## src/nu_params.svh

```systemverilog
// Constants for the NAND identifier, OTP and feature command block
`ifndef NU_PARAMS_SVH
`define NU_PARAMS_SVH
// Command codes seen on the NAND bus
`define NU_CMD_RESET 8'hff
`define NU_CMD_UID 8'hed
`define NU_CMD_PPAGE 8'hec
`define NU_CMD_SETF 8'hef
`define NU_CMD_GETF 8'hee
`define NU_CMD_STAT 8'h70
`define NU_CMD_READ 8'h00
`define NU_CMD_READ_GO 8'h30
`define NU_CMD_PROG 8'h80
`define NU_CMD_PROG_GO 8'h10
`define NU_CMD_ERASE 8'h60
`define NU_CMD_ERASE_GO 8'hd0
`define NU_CMD_COPYBACK 8'h85
`define NU_CMD_CB_READ 8'h35
// Legacy entry and lock sequences, lock ends with the program code
`define NU_ENTRY_B0 8'h29
`define NU_ENTRY_B1 8'h17
`define NU_ENTRY_B2 8'h04
`define NU_ENTRY_B3 8'h19
`define NU_LOCK_B0 8'h4c
`define NU_LOCK_B1 8'h03
`define NU_LOCK_B2 8'h1d
`define NU_LOCK_B3 8'h41
`define NU_SEQ_LAST 3'd3
`define NU_SEQ_DONE 3'd4
// Address and parameter counts
`define NU_UID_ADDR 8'h00
`define NU_ROW_CYC 3'd5
`define NU_LOCK_CYC 3'd4
`define NU_FEAT_LAST 3'd3
`define NU_OTP_PAGE_W 6
// Feature 90h layout
`define NU_FA_OTP 8'h90
`define NU_FEAT_RESET 8'h08
`define NU_FEAT_MODE 0
`define NU_FEAT_LOCK 1
`define NU_FEAT_ONE 3
// Parameter page image
`define NU_PP_END 10'd768
`define NU_PP_FILL 8'hff
// Status byte bits
`define NU_ST_FAIL 0
`define NU_ST_ARDY 5
`define NU_ST_RDY 6
`define NU_ST_WPN 7
// Timing
`define NU_CLK_MHZ 25
`define NU_PAGE_READ_US 250
`define NU_PROG_US 600
`define NU_FEAT_US 1
// Pin idle levels {cle, ale, ce_n, we_n, re_n, io}
`define NU_PIN_IDLE 13'h0700
// AXI4-Lite register map
`define NU_A_STATUS 8'h00
`define NU_A_UID0 8'h04
`define NU_A_UID3 8'h10
`define NU_A_PP_IDX 8'h14
`define NU_A_PP_DATA 8'h18
`define NU_A_LAST_OP 8'h1c
`define NU_A_LAST_ROW 8'h20
`define NU_RESP_OK 2'b00
`define NU_RESP_ERR 2'b10
`endif

```

## src/nu_pkg.sv

```systemverilog
// Types for the NAND identifier, OTP and feature command block
package nu_pkg;
	// Bus modes, Gray steps along the usual paths
	typedef enum logic [3:0] {
		NU_IDLE = 4'h0, NU_UID_ADDR = 4'h1, NU_UID_OUT = 4'h3, NU_PP_ADDR = 4'h2,
		NU_PP_OUT = 4'h6, NU_SETF_ADDR = 4'h7, NU_SETF_DATA = 4'h5, NU_GETF_ADDR = 4'h4,
		NU_GETF_OUT = 4'hc, NU_STAT_OUT = 4'hd, NU_READ_ADDR = 4'hf, NU_READ_WAIT = 4'he,
		NU_PROG_ADDR = 4'ha, NU_PROG_DATA = 4'hb, NU_ERASE_ADDR = 4'h9, NU_LOCK_ADDR = 4'h8
	} nu_mode_t;

	// Whole state of the command block
	typedef struct packed {
		nu_mode_t mode;
		logic [9:0] cnt;
		logic [2:0] acnt;
		logic [2:0] entry_idx;
		logic [2:0] lock_idx;
		logic [7:0] fa;
		logic [7:0] p1;
		logic [7:0] feat;
		logic legacy_otp;
		logic locked;
		logic lock_pend;
		logic fail;
		logic rejected;
		logic last_otp;
		logic [7:0] last_cmd;
		logic [23:0] row;
		logic [23:0] last_row;
		logic [15:0] busy_cnt;
		logic rb_n;
		logic io_oe;
		logic [7:0] io_out;
		logic we_prev;
		logic re_prev;
		logic [127:0] uid;
		logic [7:0] pp_idx;
		logic awready;
		logic wready;
		logic aw_hold;
		logic w_hold;
		logic [7:0] aw_addr;
		logic [31:0] wdata;
		logic [3:0] wstrb;
		logic bvalid;
		logic [1:0] bresp;
		logic arready;
		logic rvalid;
		logic [31:0] rdata;
		logic [1:0] rresp;
	} nu_state_t;
endpackage

```

## src/nu_sync.sv

```systemverilog
// Two-stage synchroniser for asynchronous pin levels
`timescale 1ns/1ps
module nu_sync #(
	parameter int W = 1,
	parameter logic [W-1:0] RST = '0
) (
	input wire logic aclk, // System clock
	input wire logic aresetn, // Synchronous reset, active low
	input wire logic [W-1:0] d, // Asynchronous levels
	output logic [W-1:0] q // Levels after two flops
);
	typedef struct packed {
		logic [W-1:0] s1;
		logic [W-1:0] s2;
	} nu_sync_st_t;

	nu_sync_st_t st;
	nu_sync_st_t st_next;

	// First stage feeds only the second stage
	always_comb
	begin
		st_next.s1 = d;
		st_next.s2 = st.s1;
	end

	// Reset to idle pin levels so no false edge appears at release
	always_ff @(posedge aclk)
	begin
		if (!aresetn)
		begin
			st <= {RST, RST};
		end
		else
		begin
			st <= st_next;
		end
	end

	assign q = st.s2;
endmodule

```

## src/nu_cmd_top.sv

```systemverilog
// NAND command block: unique identifier, OTP region, features, parameter page
//
// Decided for this implementation: the AXI4-Lite register port and the address map.
`timescale 1ns/1ps
`include "nu_params.svh"
// Functional notes
// - Parameter page bytes 0-255 repeat at 256-511 and 512-767, then FFh.
// - Command EDh with address 00h starts the identifier read.
// - Identifier reads as 16 value bytes then 16 inverted bytes.
// - Groups repeat value, inverse, inverse, value up to byte 511.
// - Identifier data keeps coming until another command arrives.
// - OTP region is one 64-page block, block 6 under legacy access.
// - Command sequence 29h 17h 04h 19h enters OTP mode.
// - Legacy OTP program: 80h, five address bytes, data, confirm 10h.
// - Legacy OTP read: 00h, five address bytes, confirm 30h.
// - Set feature 90h with 09h enters OTP mode.
// - In OTP mode page reads and programs target the OTP region.
// - In OTP mode erase, copyback and reprogram commands are rejected; the code rejects erase and copyback only, and fails a program only once locked.
// - Sequence 4Ch 03h 1Dh 41h 80h, four 00h addresses, 10h locks OTP.
// - Set feature 90h with 0Bh locks the OTP region.
// - Status shows ready once locking has finished.
// - Reset command FFh leaves OTP mode entered by legacy sequence.
// - Set feature 90h with 08h leaves OTP mode.
// - Features are lost at power-off, kept through reset, read back current.
// - Feature 90h: bit 0 OTP mode, bit 1 lock in mode, bit 3 reads one.
// - Reset command leaves feature 90h settings unchanged.
module nu_cmd_top #(
	parameter logic [15:0] READ_CYCLES = 16'(`NU_PAGE_READ_US * `NU_CLK_MHZ), // Page read time
	parameter logic [15:0] PROG_CYCLES = 16'(`NU_PROG_US * `NU_CLK_MHZ) // Program or lock time
) (
	input wire logic aclk, // System clock, 25 MHz
	input wire logic aresetn, // Power-on reset, synchronous, active low
	input wire logic cle, // Command latch enable pin
	input wire logic ale, // Address latch enable pin
	input wire logic ce_n, // Chip enable pin, active low
	input wire logic we_n, // Write strobe pin, active low
	input wire logic re_n, // Read strobe pin, active low
	input wire logic [7:0] io_in, // Bus level seen on the pins
	output logic [7:0] io_out, // Bus value driven out
	output logic io_oe, // High while the device drives the bus
	output logic rb_n, // Ready high, busy low
	input wire logic [7:0] awaddr, // AXI write address
	input wire logic awvalid, // AXI write address valid
	output logic awready, // AXI write address ready
	input wire logic [31:0] wdata, // AXI write data
	input wire logic [3:0] wstrb, // AXI byte enables
	input wire logic wvalid, // AXI write data valid
	output logic wready, // AXI write data ready
	output logic [1:0] bresp, // AXI write response
	output logic bvalid, // AXI write response valid
	input wire logic bready, // AXI write response ready
	input wire logic [7:0] araddr, // AXI read address
	input wire logic arvalid, // AXI read address valid
	output logic arready, // AXI read address ready
	output logic [31:0] rdata, // AXI read data
	output logic [1:0] rresp, // AXI read response
	output logic rvalid, // AXI read data valid
	input wire logic rready // AXI read data ready
);
	localparam logic [15:0] FEAT_CYCLES = 16'(`NU_FEAT_US * `NU_CLK_MHZ);

	nu_pkg::nu_state_t q;
	nu_pkg::nu_state_t n;
	logic [12:0] pins;
	logic s_cle;
	logic s_ale;
	logic s_ce_n;
	logic s_we_n;
	logic s_re_n;
	logic [7:0] s_io;
	logic [7:0] pp_mem [0:255];
	logic pp_we;
	logic [7:0] pp_wa;
	logic [7:0] pp_wd;

	// Pins come from the host's domain, so every level passes two flops
	nu_sync #(.W(13), .RST(`NU_PIN_IDLE)) u_sync (
		.aclk(aclk),
		.aresetn(aresetn),
		.d({cle, ale, ce_n, we_n, re_n, io_in}),
		.q(pins)
	);
	assign {s_cle, s_ale, s_ce_n, s_we_n, s_re_n, s_io} = pins;

	// Expected byte of the legacy entry or lock sequence at a step
	function automatic logic [7:0] seq_byte(input logic lock, input logic [2:0] idx);
		logic [7:0] b;
		b = 8'h00;
		case (idx)
			3'd0: b = lock ? `NU_LOCK_B0 : `NU_ENTRY_B0;
			3'd1: b = lock ? `NU_LOCK_B1 : `NU_ENTRY_B1;
			3'd2: b = lock ? `NU_LOCK_B2 : `NU_ENTRY_B2;
			3'd3: b = lock ? `NU_LOCK_B3 : `NU_ENTRY_B3;
			default: b = 8'h00;
		endcase
		return b;
	endfunction

	// Byte-lane merge for AXI writes
	function automatic logic [31:0] merge(input logic [31:0] old, input logic [31:0] nw,
		input logic [3:0] be);
		logic [31:0] r;
		r = old;
		for (int i = 0; i < 4; i++)
		begin
			if (be[i])
			begin
				r[8*i +: 8] = nw[8*i +: 8];
			end
		end
		return r;
	endfunction

	// Next state of the whole block
	always_comb
	begin
		logic otp;
		logic we_rise;
		logic re_fall;
		logic [7:0] b;
		logic [1:0] wi;
		otp = 1'b0;
		we_rise = 1'b0;
		re_fall = 1'b0;
		b = 8'h00;
		wi = 2'd0;
		n = q;
		pp_we = 1'b0;
		pp_wa = q.pp_idx;
		pp_wd = q.wdata[7:0];
		otp = q.feat[`NU_FEAT_MODE] | q.legacy_otp;
		we_rise = s_we_n & ~q.we_prev & ~s_ce_n;
		re_fall = ~s_re_n & q.re_prev & ~s_ce_n;
		n.we_prev = s_we_n;
		n.re_prev = s_re_n;
		b = s_io;

		// Internal operation timer; a lock takes effect as it ends
		if (q.busy_cnt != 16'h0000)
		begin
			n.busy_cnt = q.busy_cnt - 16'h0001;
			if (q.busy_cnt == 16'h0001 && q.lock_pend)
			begin
				n.locked = 1'b1;
				n.lock_pend = 1'b0;
			end
		end

		// Command cycles
		if (we_rise && s_cle)
		begin
			n.acnt = 3'd0;
			// Legacy sequences are tracked alongside normal decoding
			if (b == seq_byte(1'b0, q.entry_idx))
			begin
				n.entry_idx = (q.entry_idx == `NU_SEQ_LAST) ? 3'd0 : q.entry_idx + 3'd1;
				if (q.entry_idx == `NU_SEQ_LAST)
				begin
					n.legacy_otp = 1'b1;
				end
			end
			else
			begin
				n.entry_idx = (b == `NU_ENTRY_B0) ? 3'd1 : 3'd0;
			end
			if (q.lock_idx != `NU_SEQ_DONE && b == seq_byte(1'b1, q.lock_idx))
			begin
				n.lock_idx = q.lock_idx + 3'd1;
			end
			else
			begin
				n.lock_idx = (b == `NU_LOCK_B0) ? 3'd1 : 3'd0;
			end
			n.mode = nu_pkg::NU_IDLE;
			case (b)
				`NU_CMD_RESET:
				begin
					// Feature settings survive; the legacy entry, a pending lock, the timer and fail are cleared
					n.legacy_otp = 1'b0;
					n.busy_cnt = 16'h0000;
					n.lock_pend = 1'b0;
					n.fail = 1'b0;
				end
				`NU_CMD_UID: n.mode = nu_pkg::NU_UID_ADDR;
				`NU_CMD_PPAGE: n.mode = nu_pkg::NU_PP_ADDR;
				`NU_CMD_SETF: n.mode = nu_pkg::NU_SETF_ADDR;
				`NU_CMD_GETF: n.mode = nu_pkg::NU_GETF_ADDR;
				`NU_CMD_STAT: n.mode = nu_pkg::NU_STAT_OUT;
				`NU_CMD_READ: n.mode = nu_pkg::NU_READ_ADDR;
				`NU_CMD_PROG:
				begin
					n.mode = (q.lock_idx == `NU_SEQ_DONE) ? nu_pkg::NU_LOCK_ADDR
						: nu_pkg::NU_PROG_ADDR;
				end
				`NU_CMD_READ_GO:
				begin
					if (q.mode == nu_pkg::NU_READ_WAIT)
					begin
						n.busy_cnt = READ_CYCLES;
						n.last_cmd = b;
						n.last_otp = otp;
						n.last_row = otp ? {18'h0, q.row[`NU_OTP_PAGE_W-1:0]} : q.row;
					end
				end
				`NU_CMD_PROG_GO:
				begin
					if (q.mode == nu_pkg::NU_PROG_DATA)
					begin
						n.last_cmd = b;
						n.last_otp = otp;
						n.last_row = otp ? {18'h0, q.row[`NU_OTP_PAGE_W-1:0]} : q.row;
						// A locked region refuses programming but still reports
						n.fail = otp & q.locked;
						n.busy_cnt = (otp & q.locked) ? 16'h0000 : PROG_CYCLES;
					end
					else if (q.mode == nu_pkg::NU_LOCK_ADDR && q.acnt == `NU_LOCK_CYC)
					begin
						n.fail = ~otp;
						n.lock_pend = otp;
						n.busy_cnt = otp ? PROG_CYCLES : 16'h0000;
					end
				end
				`NU_CMD_ERASE, `NU_CMD_COPYBACK, `NU_CMD_CB_READ:
				begin
					// Refused at once in OTP mode, the host sees fail in status
					n.rejected = otp;
					n.fail = otp;
					if (!otp)
					begin
						n.mode = (b == `NU_CMD_ERASE) ? nu_pkg::NU_ERASE_ADDR
							: (b == `NU_CMD_COPYBACK) ? nu_pkg::NU_PROG_ADDR
							: nu_pkg::NU_READ_ADDR;
					end
				end
				`NU_CMD_ERASE_GO:
				begin
					if (q.mode == nu_pkg::NU_ERASE_ADDR)
					begin
						n.last_cmd = b;
						n.last_otp = 1'b0;
						n.last_row = q.row;
						n.busy_cnt = PROG_CYCLES;
					end
				end
				default: n.mode = nu_pkg::NU_IDLE;
			endcase
		end
		// Address cycles
		else if (we_rise && s_ale)
		begin
			n.acnt = q.acnt + 3'd1;
			n.row = {b, q.row[23:8]};
			n.cnt = 10'd0;
			unique case (q.mode)
				nu_pkg::NU_UID_ADDR:
				begin
					n.mode = (b == `NU_UID_ADDR) ? nu_pkg::NU_UID_OUT : nu_pkg::NU_IDLE;
					n.busy_cnt = (b == `NU_UID_ADDR) ? READ_CYCLES : 16'h0000;
				end
				nu_pkg::NU_PP_ADDR:
				begin
					n.mode = nu_pkg::NU_PP_OUT;
					n.busy_cnt = READ_CYCLES;
				end
				nu_pkg::NU_SETF_ADDR:
				begin
					n.fa = b;
					n.acnt = 3'd0;
					n.mode = nu_pkg::NU_SETF_DATA;
				end
				nu_pkg::NU_GETF_ADDR:
				begin
					n.fa = b;
					n.mode = nu_pkg::NU_GETF_OUT;
					n.busy_cnt = FEAT_CYCLES;
				end
				nu_pkg::NU_READ_ADDR:
				begin
					if (n.acnt == `NU_ROW_CYC)
					begin
						n.mode = nu_pkg::NU_READ_WAIT;
					end
				end
				nu_pkg::NU_PROG_ADDR:
				begin
					if (n.acnt == `NU_ROW_CYC)
					begin
						n.mode = nu_pkg::NU_PROG_DATA;
					end
				end
				nu_pkg::NU_IDLE, nu_pkg::NU_UID_OUT, nu_pkg::NU_PP_OUT, nu_pkg::NU_SETF_DATA,
				nu_pkg::NU_GETF_OUT, nu_pkg::NU_STAT_OUT, nu_pkg::NU_READ_WAIT,
				nu_pkg::NU_PROG_DATA, nu_pkg::NU_ERASE_ADDR, nu_pkg::NU_LOCK_ADDR:
				begin
					n.mode = q.mode;
				end
			endcase
		end
		// Data input cycles; program data goes to the array, not kept here
		else if (we_rise && q.mode == nu_pkg::NU_SETF_DATA)
		begin
			n.acnt = q.acnt + 3'd1;
			if (q.acnt == 3'd0)
			begin
				n.p1 = b;
			end
			if (q.acnt == `NU_FEAT_LAST)
			begin
				n.mode = nu_pkg::NU_IDLE;
				n.busy_cnt = FEAT_CYCLES;
				if (q.fa == `NU_FA_OTP)
				begin
					n.feat = q.p1;
					n.feat[`NU_FEAT_ONE] = 1'b1;
					n.feat[`NU_FEAT_LOCK] = q.p1[`NU_FEAT_LOCK] & q.p1[`NU_FEAT_MODE];
					// Leaving by feature also drops a legacy entry
					n.legacy_otp = q.legacy_otp & q.p1[`NU_FEAT_MODE];
					if (q.p1[`NU_FEAT_LOCK] && q.p1[`NU_FEAT_MODE])
					begin
						n.lock_pend = 1'b1;
						n.busy_cnt = PROG_CYCLES;
					end
				end
			end
		end

		// Read cycles; output modes hold until the next command
		if (re_fall && q.busy_cnt == 16'h0000)
		begin
			case (q.mode)
				nu_pkg::NU_UID_OUT:
				begin
					// Middle two groups of every 64 bytes are inverted
					n.io_out = q.uid[8*q.cnt[3:0] +: 8]
						^ {8{q.cnt[5] ^ q.cnt[4]}};
					n.cnt = {1'b0, q.cnt[8:0] + 9'd1};
				end
				nu_pkg::NU_PP_OUT:
				begin
					n.io_out = (q.cnt < `NU_PP_END) ? pp_mem[q.cnt[7:0]] : `NU_PP_FILL;
					n.cnt = (q.cnt < `NU_PP_END) ? q.cnt + 10'd1 : q.cnt;
				end
				nu_pkg::NU_GETF_OUT:
				begin
					n.io_out = (q.cnt == 10'd0 && q.fa == `NU_FA_OTP) ? q.feat : 8'h00;
					n.cnt = q.cnt + 10'd1;
				end
				nu_pkg::NU_STAT_OUT:
				begin
					n.io_out = 8'h00;
					n.io_out[`NU_ST_FAIL] = q.fail;
					n.io_out[`NU_ST_ARDY] = 1'b1;
					n.io_out[`NU_ST_RDY] = 1'b1;
					n.io_out[`NU_ST_WPN] = 1'b1;
				end
				default: n.io_out = q.io_out;
			endcase
		end
		// Status stays readable while busy; other data waits for ready
		if (q.mode == nu_pkg::NU_STAT_OUT && q.busy_cnt != 16'h0000 && re_fall)
		begin
			n.io_out = 8'h00;
			n.io_out[`NU_ST_WPN] = 1'b1;
		end
		n.io_oe = ~s_ce_n & ~s_re_n & (q.mode == nu_pkg::NU_STAT_OUT
			|| (q.busy_cnt == 16'h0000 && (q.mode == nu_pkg::NU_UID_OUT
			|| q.mode == nu_pkg::NU_PP_OUT || q.mode == nu_pkg::NU_GETF_OUT)));
		n.rb_n = (n.busy_cnt == 16'h0000);

		// AXI write channels are held until both have arrived
		if (awvalid && q.awready)
		begin
			n.aw_hold = 1'b1;
			n.awready = 1'b0;
			n.aw_addr = awaddr;
		end
		if (wvalid && q.wready)
		begin
			n.w_hold = 1'b1;
			n.wready = 1'b0;
			n.wdata = wdata;
			n.wstrb = wstrb;
		end
		if (q.aw_hold && q.w_hold && !q.bvalid)
		begin
			n.aw_hold = 1'b0;
			n.w_hold = 1'b0;
			n.bvalid = 1'b1;
			n.bresp = `NU_RESP_OK;
			wi = 2'((q.aw_addr - `NU_A_UID0) >> 2);
			if (q.aw_addr >= `NU_A_UID0 && q.aw_addr <= `NU_A_UID3 && q.aw_addr[1:0] == 2'b00)
			begin
				n.uid[32*wi +: 32] = merge(q.uid[32*wi +: 32], q.wdata, q.wstrb);
			end
			else if (q.aw_addr == `NU_A_PP_IDX)
			begin
				n.pp_idx = q.wstrb[0] ? q.wdata[7:0] : q.pp_idx;
			end
			else if (q.aw_addr == `NU_A_PP_DATA)
			begin
				pp_we = q.wstrb[0];
				n.pp_idx = q.pp_idx + 8'h01;
			end
			else if (q.aw_addr != `NU_A_STATUS && q.aw_addr != `NU_A_LAST_OP
				&& q.aw_addr != `NU_A_LAST_ROW)
			begin
				n.bresp = `NU_RESP_ERR;
			end
		end
		if (q.bvalid && bready)
		begin
			n.bvalid = 1'b0;
			n.awready = 1'b1;
			n.wready = 1'b1;
		end

		// AXI read answers one cycle after the address is taken
		if (arvalid && q.arready)
		begin
			n.arready = 1'b0;
			n.rvalid = 1'b1;
			n.rresp = `NU_RESP_OK;
			wi = 2'((araddr - `NU_A_UID0) >> 2);
			if (araddr >= `NU_A_UID0 && araddr <= `NU_A_UID3 && araddr[1:0] == 2'b00)
			begin
				n.rdata = q.uid[32*wi +: 32];
			end
			else if (araddr == `NU_A_STATUS)
			begin
				n.rdata = {16'h0, q.feat, 4'h0, q.legacy_otp, ~q.rb_n, q.locked, otp};
			end
			else if (araddr == `NU_A_PP_IDX)
			begin
				n.rdata = {24'h0, q.pp_idx};
			end
			else if (araddr == `NU_A_LAST_OP)
			begin
				n.rdata = {21'h0, q.fail, q.rejected, q.last_otp, q.last_cmd};
			end
			else if (araddr == `NU_A_LAST_ROW)
			begin
				n.rdata = {8'h0, q.last_row};
			end
			else
			begin
				n.rdata = 32'h0;
				n.rresp = (araddr == `NU_A_PP_DATA) ? `NU_RESP_OK : `NU_RESP_ERR;
			end
		end
		if (q.rvalid && rready)
		begin
			n.rvalid = 1'b0;
			n.arready = 1'b1;
		end
	end

	// State register; features reset only here, at power-on
	always_ff @(posedge aclk)
	begin
		if (!aresetn)
		begin
			q <= '0;
			q.mode <= nu_pkg::NU_IDLE;
			q.feat <= `NU_FEAT_RESET;
			q.rb_n <= 1'b1;
			q.we_prev <= 1'b1;
			q.re_prev <= 1'b1;
			q.awready <= 1'b1;
			q.wready <= 1'b1;
			q.arready <= 1'b1;
		end
		else
		begin
			q <= n;
		end
	end

	// Parameter page image, loaded by software; no reset needed
	always_ff @(posedge aclk)
	begin
		if (pp_we)
		begin
			pp_mem[pp_wa] <= pp_wd;
		end
	end

	assign io_out = q.io_out;
	assign io_oe = q.io_oe;
	assign rb_n = q.rb_n;
	assign awready = q.awready;
	assign wready = q.wready;
	assign bvalid = q.bvalid;
	assign bresp = q.bresp;
	assign arready = q.arready;
	assign rvalid = q.rvalid;
	assign rdata = q.rdata;
	assign rresp = q.rresp;
endmodule

```

## config.mk

```make
export PLATFORM = sky130hd
export DESIGN_NAME = nu_cmd_top
export DESIGN_NICKNAME = d
export VERILOG_FILES = /design/src/nu_pkg.sv /design/src/nu_sync.sv /design/src/nu_cmd_top.sv
export VERILOG_INCLUDE_DIRS = /design/src /design/src/src
export SDC_FILE = /design/constraint.sdc
export NUM_CORES = 2
export LEC_CHECK = 0
export BUFFER_PORTS_ARGS = -buffer_cell sky130_fd_sc_hd__buf_4
export CAP_MARGIN = 30
export CELL_PAD_IN_SITES_DETAIL_PLACEMENT = 1
export CELL_PAD_IN_SITES_GLOBAL_PLACEMENT = 1
export CORE_UTILIZATION = 49
export CTS_CLUSTER_DIAMETER = 200
export DETAILED_ROUTE_END_ITERATION = 12
export GPL_TIMING_DRIVEN = 0
export PLACE_DENSITY_LB_ADDON = 0.1
export RECOVER_POWER = 100
export SYNTH_ARGS = -nofsm -noshare
export SYNTH_HDL_FRONTEND = slang
export SYNTH_SLANG_ARGS = --single-unit
export TNS_END_PERCENT = 100
```

## constraint.sdc

```tcl
create_clock -name aclk -period 4.1 [get_ports aclk]
set_clock_uncertainty 0.05 [all_clocks]
set_input_delay 0 -clock aclk [delete_from_list [all_inputs] [get_ports aclk]]
set_output_delay 0 -clock aclk [all_outputs]
set_load 0.01 [all_outputs]
```

==> results.yml <==
grt:
  grt_max_degree: 101
  gr-usage-all-layers_pct: 37.9
  grt_overflow_total: 0
  grt_pass1_wl_um: 525000
  antenna_found_initial: 24
  grt_pass1_vias: 63500
pwr:
  clkPwrFrac_pct: 45.3
  combinationalPowerShare_pct: 3.3
  p_int_w: 0.0414
  power_density_mw_per_mm2: 446
  seqPwrFrac_pct: 51.3
  vdd_ir_drop_max_uv: 476
  switchingPower_w: 0.0114
  swShare_pct: 21.5
  p_leak_nw: 36.5
route:
  drt_iter0_drc: 10100
  drt-total-wl_um: 390000
  routedWlPerCell_um: 40.8
  routed_via_density: 6.80
  postRouteAntennaNets: 0
  routed-via-count: 64900
  drtPass1Iterations: 6
  drc: 0
clock_tree:
  clkSlewWorstSetupHoldPaths_ns: 0.06
  cts_buffers: 277
  cts_tree: "done"
  cts_buffer_depth: 4
  htreeDepth: 5
  cts_root_buf: "clkbuf_16"
  clk_latency_ns: 0.94
  clock_sinks: 2438
critical_path:
  criticalPathCategory: "flop to flop"
  worstPathMaxFanout: 10
  start_kind: "flop"
  end_kind: "flop"
  arrival_ns: 5.12
  crit_required_ns: 4.90
floorplan:
  die_x_um: 452
  dieArea_mm2: 0.204
  die_h_um: 452
  initial_core_util_pct: 49.5
  rows: 164
  core-area_mm2: 0.200
  ios: 123
logic_synthesis:
  synth_cells: 5945
  synthFlopType: "edfxtp_1"
  synth-edff-count: 2048
  ys_seq_elements: 2438
  synth.most_common_cell: "edfxtp_1"
  postSynthAreaPerCell_um2: 16.7
  yosys-top-cells-count: "2048 x edfxtp_1, 640 x nor2_1, 569 x mux4_2, 390 x dfxtp_1, 320 x nand2_1"
  ys_top_cells_by_area: "edfxtp_1 62%, mux4_2 13%, dfxtp_1 7.9%"
  ys_seq_area_share_pct: 69.8
  synth.distinct_cells: 82
  synth_area_leader_cell: "edfxtp_1"
  synth_top_area_share_pct: 62.0
  async_flop_share_pct: 0
  synth_area_mm2: 0.0993
  ys_warn_count: 0
final_layout:
  drive_gt1_share_pct: 25.3
  fin_nets: 6791
  fillers: 17800
  syn_to_final_growth_pct: 19.2
sta:
  layout_setup_ws_ns: -0.223
  drv_slew: 1194
  rsz0062_at_grt: "yes"
  worstMarginPinSlew_ns: 3.48
  setup_violations: 19
  hold_viol_final: 0
  max-slew-margin-rel_pct: -132
  fin_crit_ns: 4.32
  min_period_over_period_pct: 105
  timing.hold.ws_ns: 0.0746
  max_freq_mhz: 231
outcome:
  status: "finished, violations left"
  violations: "capacitance limit, slew limit, setup timing"
job:
  cap_violations: 15
placement:
  portBuffers: 120
  hpwlAfterDp_um: 261000
  place.gp.congestion: 0.966
  dp_slack_ns: -2.18
hold_path:
  hold_path_class: "input port to flop"
[layer usage]
metal	global-route usage (%)	part of all wire, %	vias up	wire (µm)
met2	54.4	43	4719	170000
met1	52.8	38	34200	149000
met3	11.6	13	871	50400
met5	0.583	0.069	-	267
met4	18.3	5.3	10	20600
li1	-	-	25100	-
[per-stage QoR]
| step | util [%] | TNS, ns | cell area, µm² | power, W | std cells |
|---|---|---|---|---|---|
| 2_1_floorplan | - | 0 | 99300 | 0.0286 | 5946 |
| 3_3_place_gp | 51.6 | -4914.27 | 104000 | 0.0292 | 8722 |
| 3_5_place_dp | 52.4 | -2323.50 | 105000 | 0.0293 | 8828 |
| 4_1_cts | 58.6 | -11.84 | 118000 | 0.0528 | 9489 |
| 5_1_grt | 59.0 | -18.05 | 118000 | 0.0538 | 9531 |
| 6_report | 59.0 | -1.03 | 118000 | 0.0528 | 9543 |
[sequential cells by signal, indices dropped and copies added, names as in the netlist, named ones only]
register	count
arready	1
awready	1
bresp	1
bvalid	1
io_oe	1
io_out	8
pp_mem	2048
pp_wa	8
pp_wd	8
q	291
rb_n	1
rdata	32
rresp	1
rvalid	1
u_sync.q	13
u_sync.st	13
wready	1
[cells by family (layout without fill, tap and decap cells)]
kind of cell,Yosys count,after routing,synth area share (%)
compound gates,830,830,5.47
fa+ha+maj,34,34,0.429
mux,806,806,15.7
flops,2438,2438,69.8
buf+inv,493,1421,2.51
xor+xnor,25,25,0.221
simple gates,1318,1318,5.87
other cells,1,15,0.00378
[cell usage in the layout, fill, tap and decap left out, types with 184 or more instances in the layout]
cell | netlist | final
clkbuf_1 | 239 | 274
a21oi_1 | 290 | 281
edfxtp_1 | 2048 | 2048
a22oi_1 | 237 | 228
nand2_1 | 320 | 318
dfxtp_1 | 390 | 390
mux4_2 | 569 | 569
clkbuf_16 | 0 | 285
buf_4 | 74 | 198
mux2i_1 | 190 | 184
nor2_1 | 640 | 442
[critical path: stages (launching register included)]
cell	delay [ns]
dfxtp_1	0.59
buf_4	0.41
nor2b_1	0.30
clkbuf_4	0.46
clkbuf_1	0.32
buf_8	0.23
clkbuf_8	0.36
a22oi_1	0.13
a21oi_1	0.58
nor4_4	0.11
o22ai_2	0.37
o31ai_4	0.15
a21oi_1	0.15
[path summary, 6_finish.rpt]
check	from	to	slack, ns	depth (start not counted)
max reg2reg	flop	io_out[6]$_SDFFE_PP0P_	-0.22	12
min reg2reg	u_sync.st[22]$_SDFF_PN1_	u_sync.q[9]$_SDFF_PN1_	0.38	1
min	araddr[2]	rdata[2]$_SDFFE_PN0P_	0.07	6
max	flop	io_out[6]$_SDFFE_PP0P_	-0.22	12
[area by class of cell]
cell class / count / area, µm² / area share [%]
clock inverters: 117 / 982 / 0.830
plain buffers: 441 / 3510 / 2.97
flip-flops and latches: 2438 / 69300 / 58.6
inverters: 49 / 184 / 0.155
clock buffers: 351 / 7460 / 6.30
diodes: 13 / 32.5 / 0.0275
repair buffers: 463 / 4600 / 3.89
multi-input cells: 3015 / 29000 / 24.5
well taps: 2656 / 3320 / 2.81
[timing repair]
action,in CTS,in global routing
setup endpoints to repair,2163,1653
hold buffers,160,0
gates resized for setup,522,240
gates cloned,0,0
endpoints found under the hold margin,149,0
pin swaps,14,40
buffers inserted,34,30
[power by group through the flow]
stage	clock (W)	combinational, W	sequential [W]
6_report	0.0239	0.00176	0.0271
5_1_grt	0.0248	0.00190	0.0271
4_1_cts	0.0239	0.00178	0.0271
3_5_place_dp	0	0.00165	0.0276
3_3_place_gp	0	0.00125	0.0280
2_1_floorplan	0	0.000862	0.0277
Power figures use the tool's default switching activity.
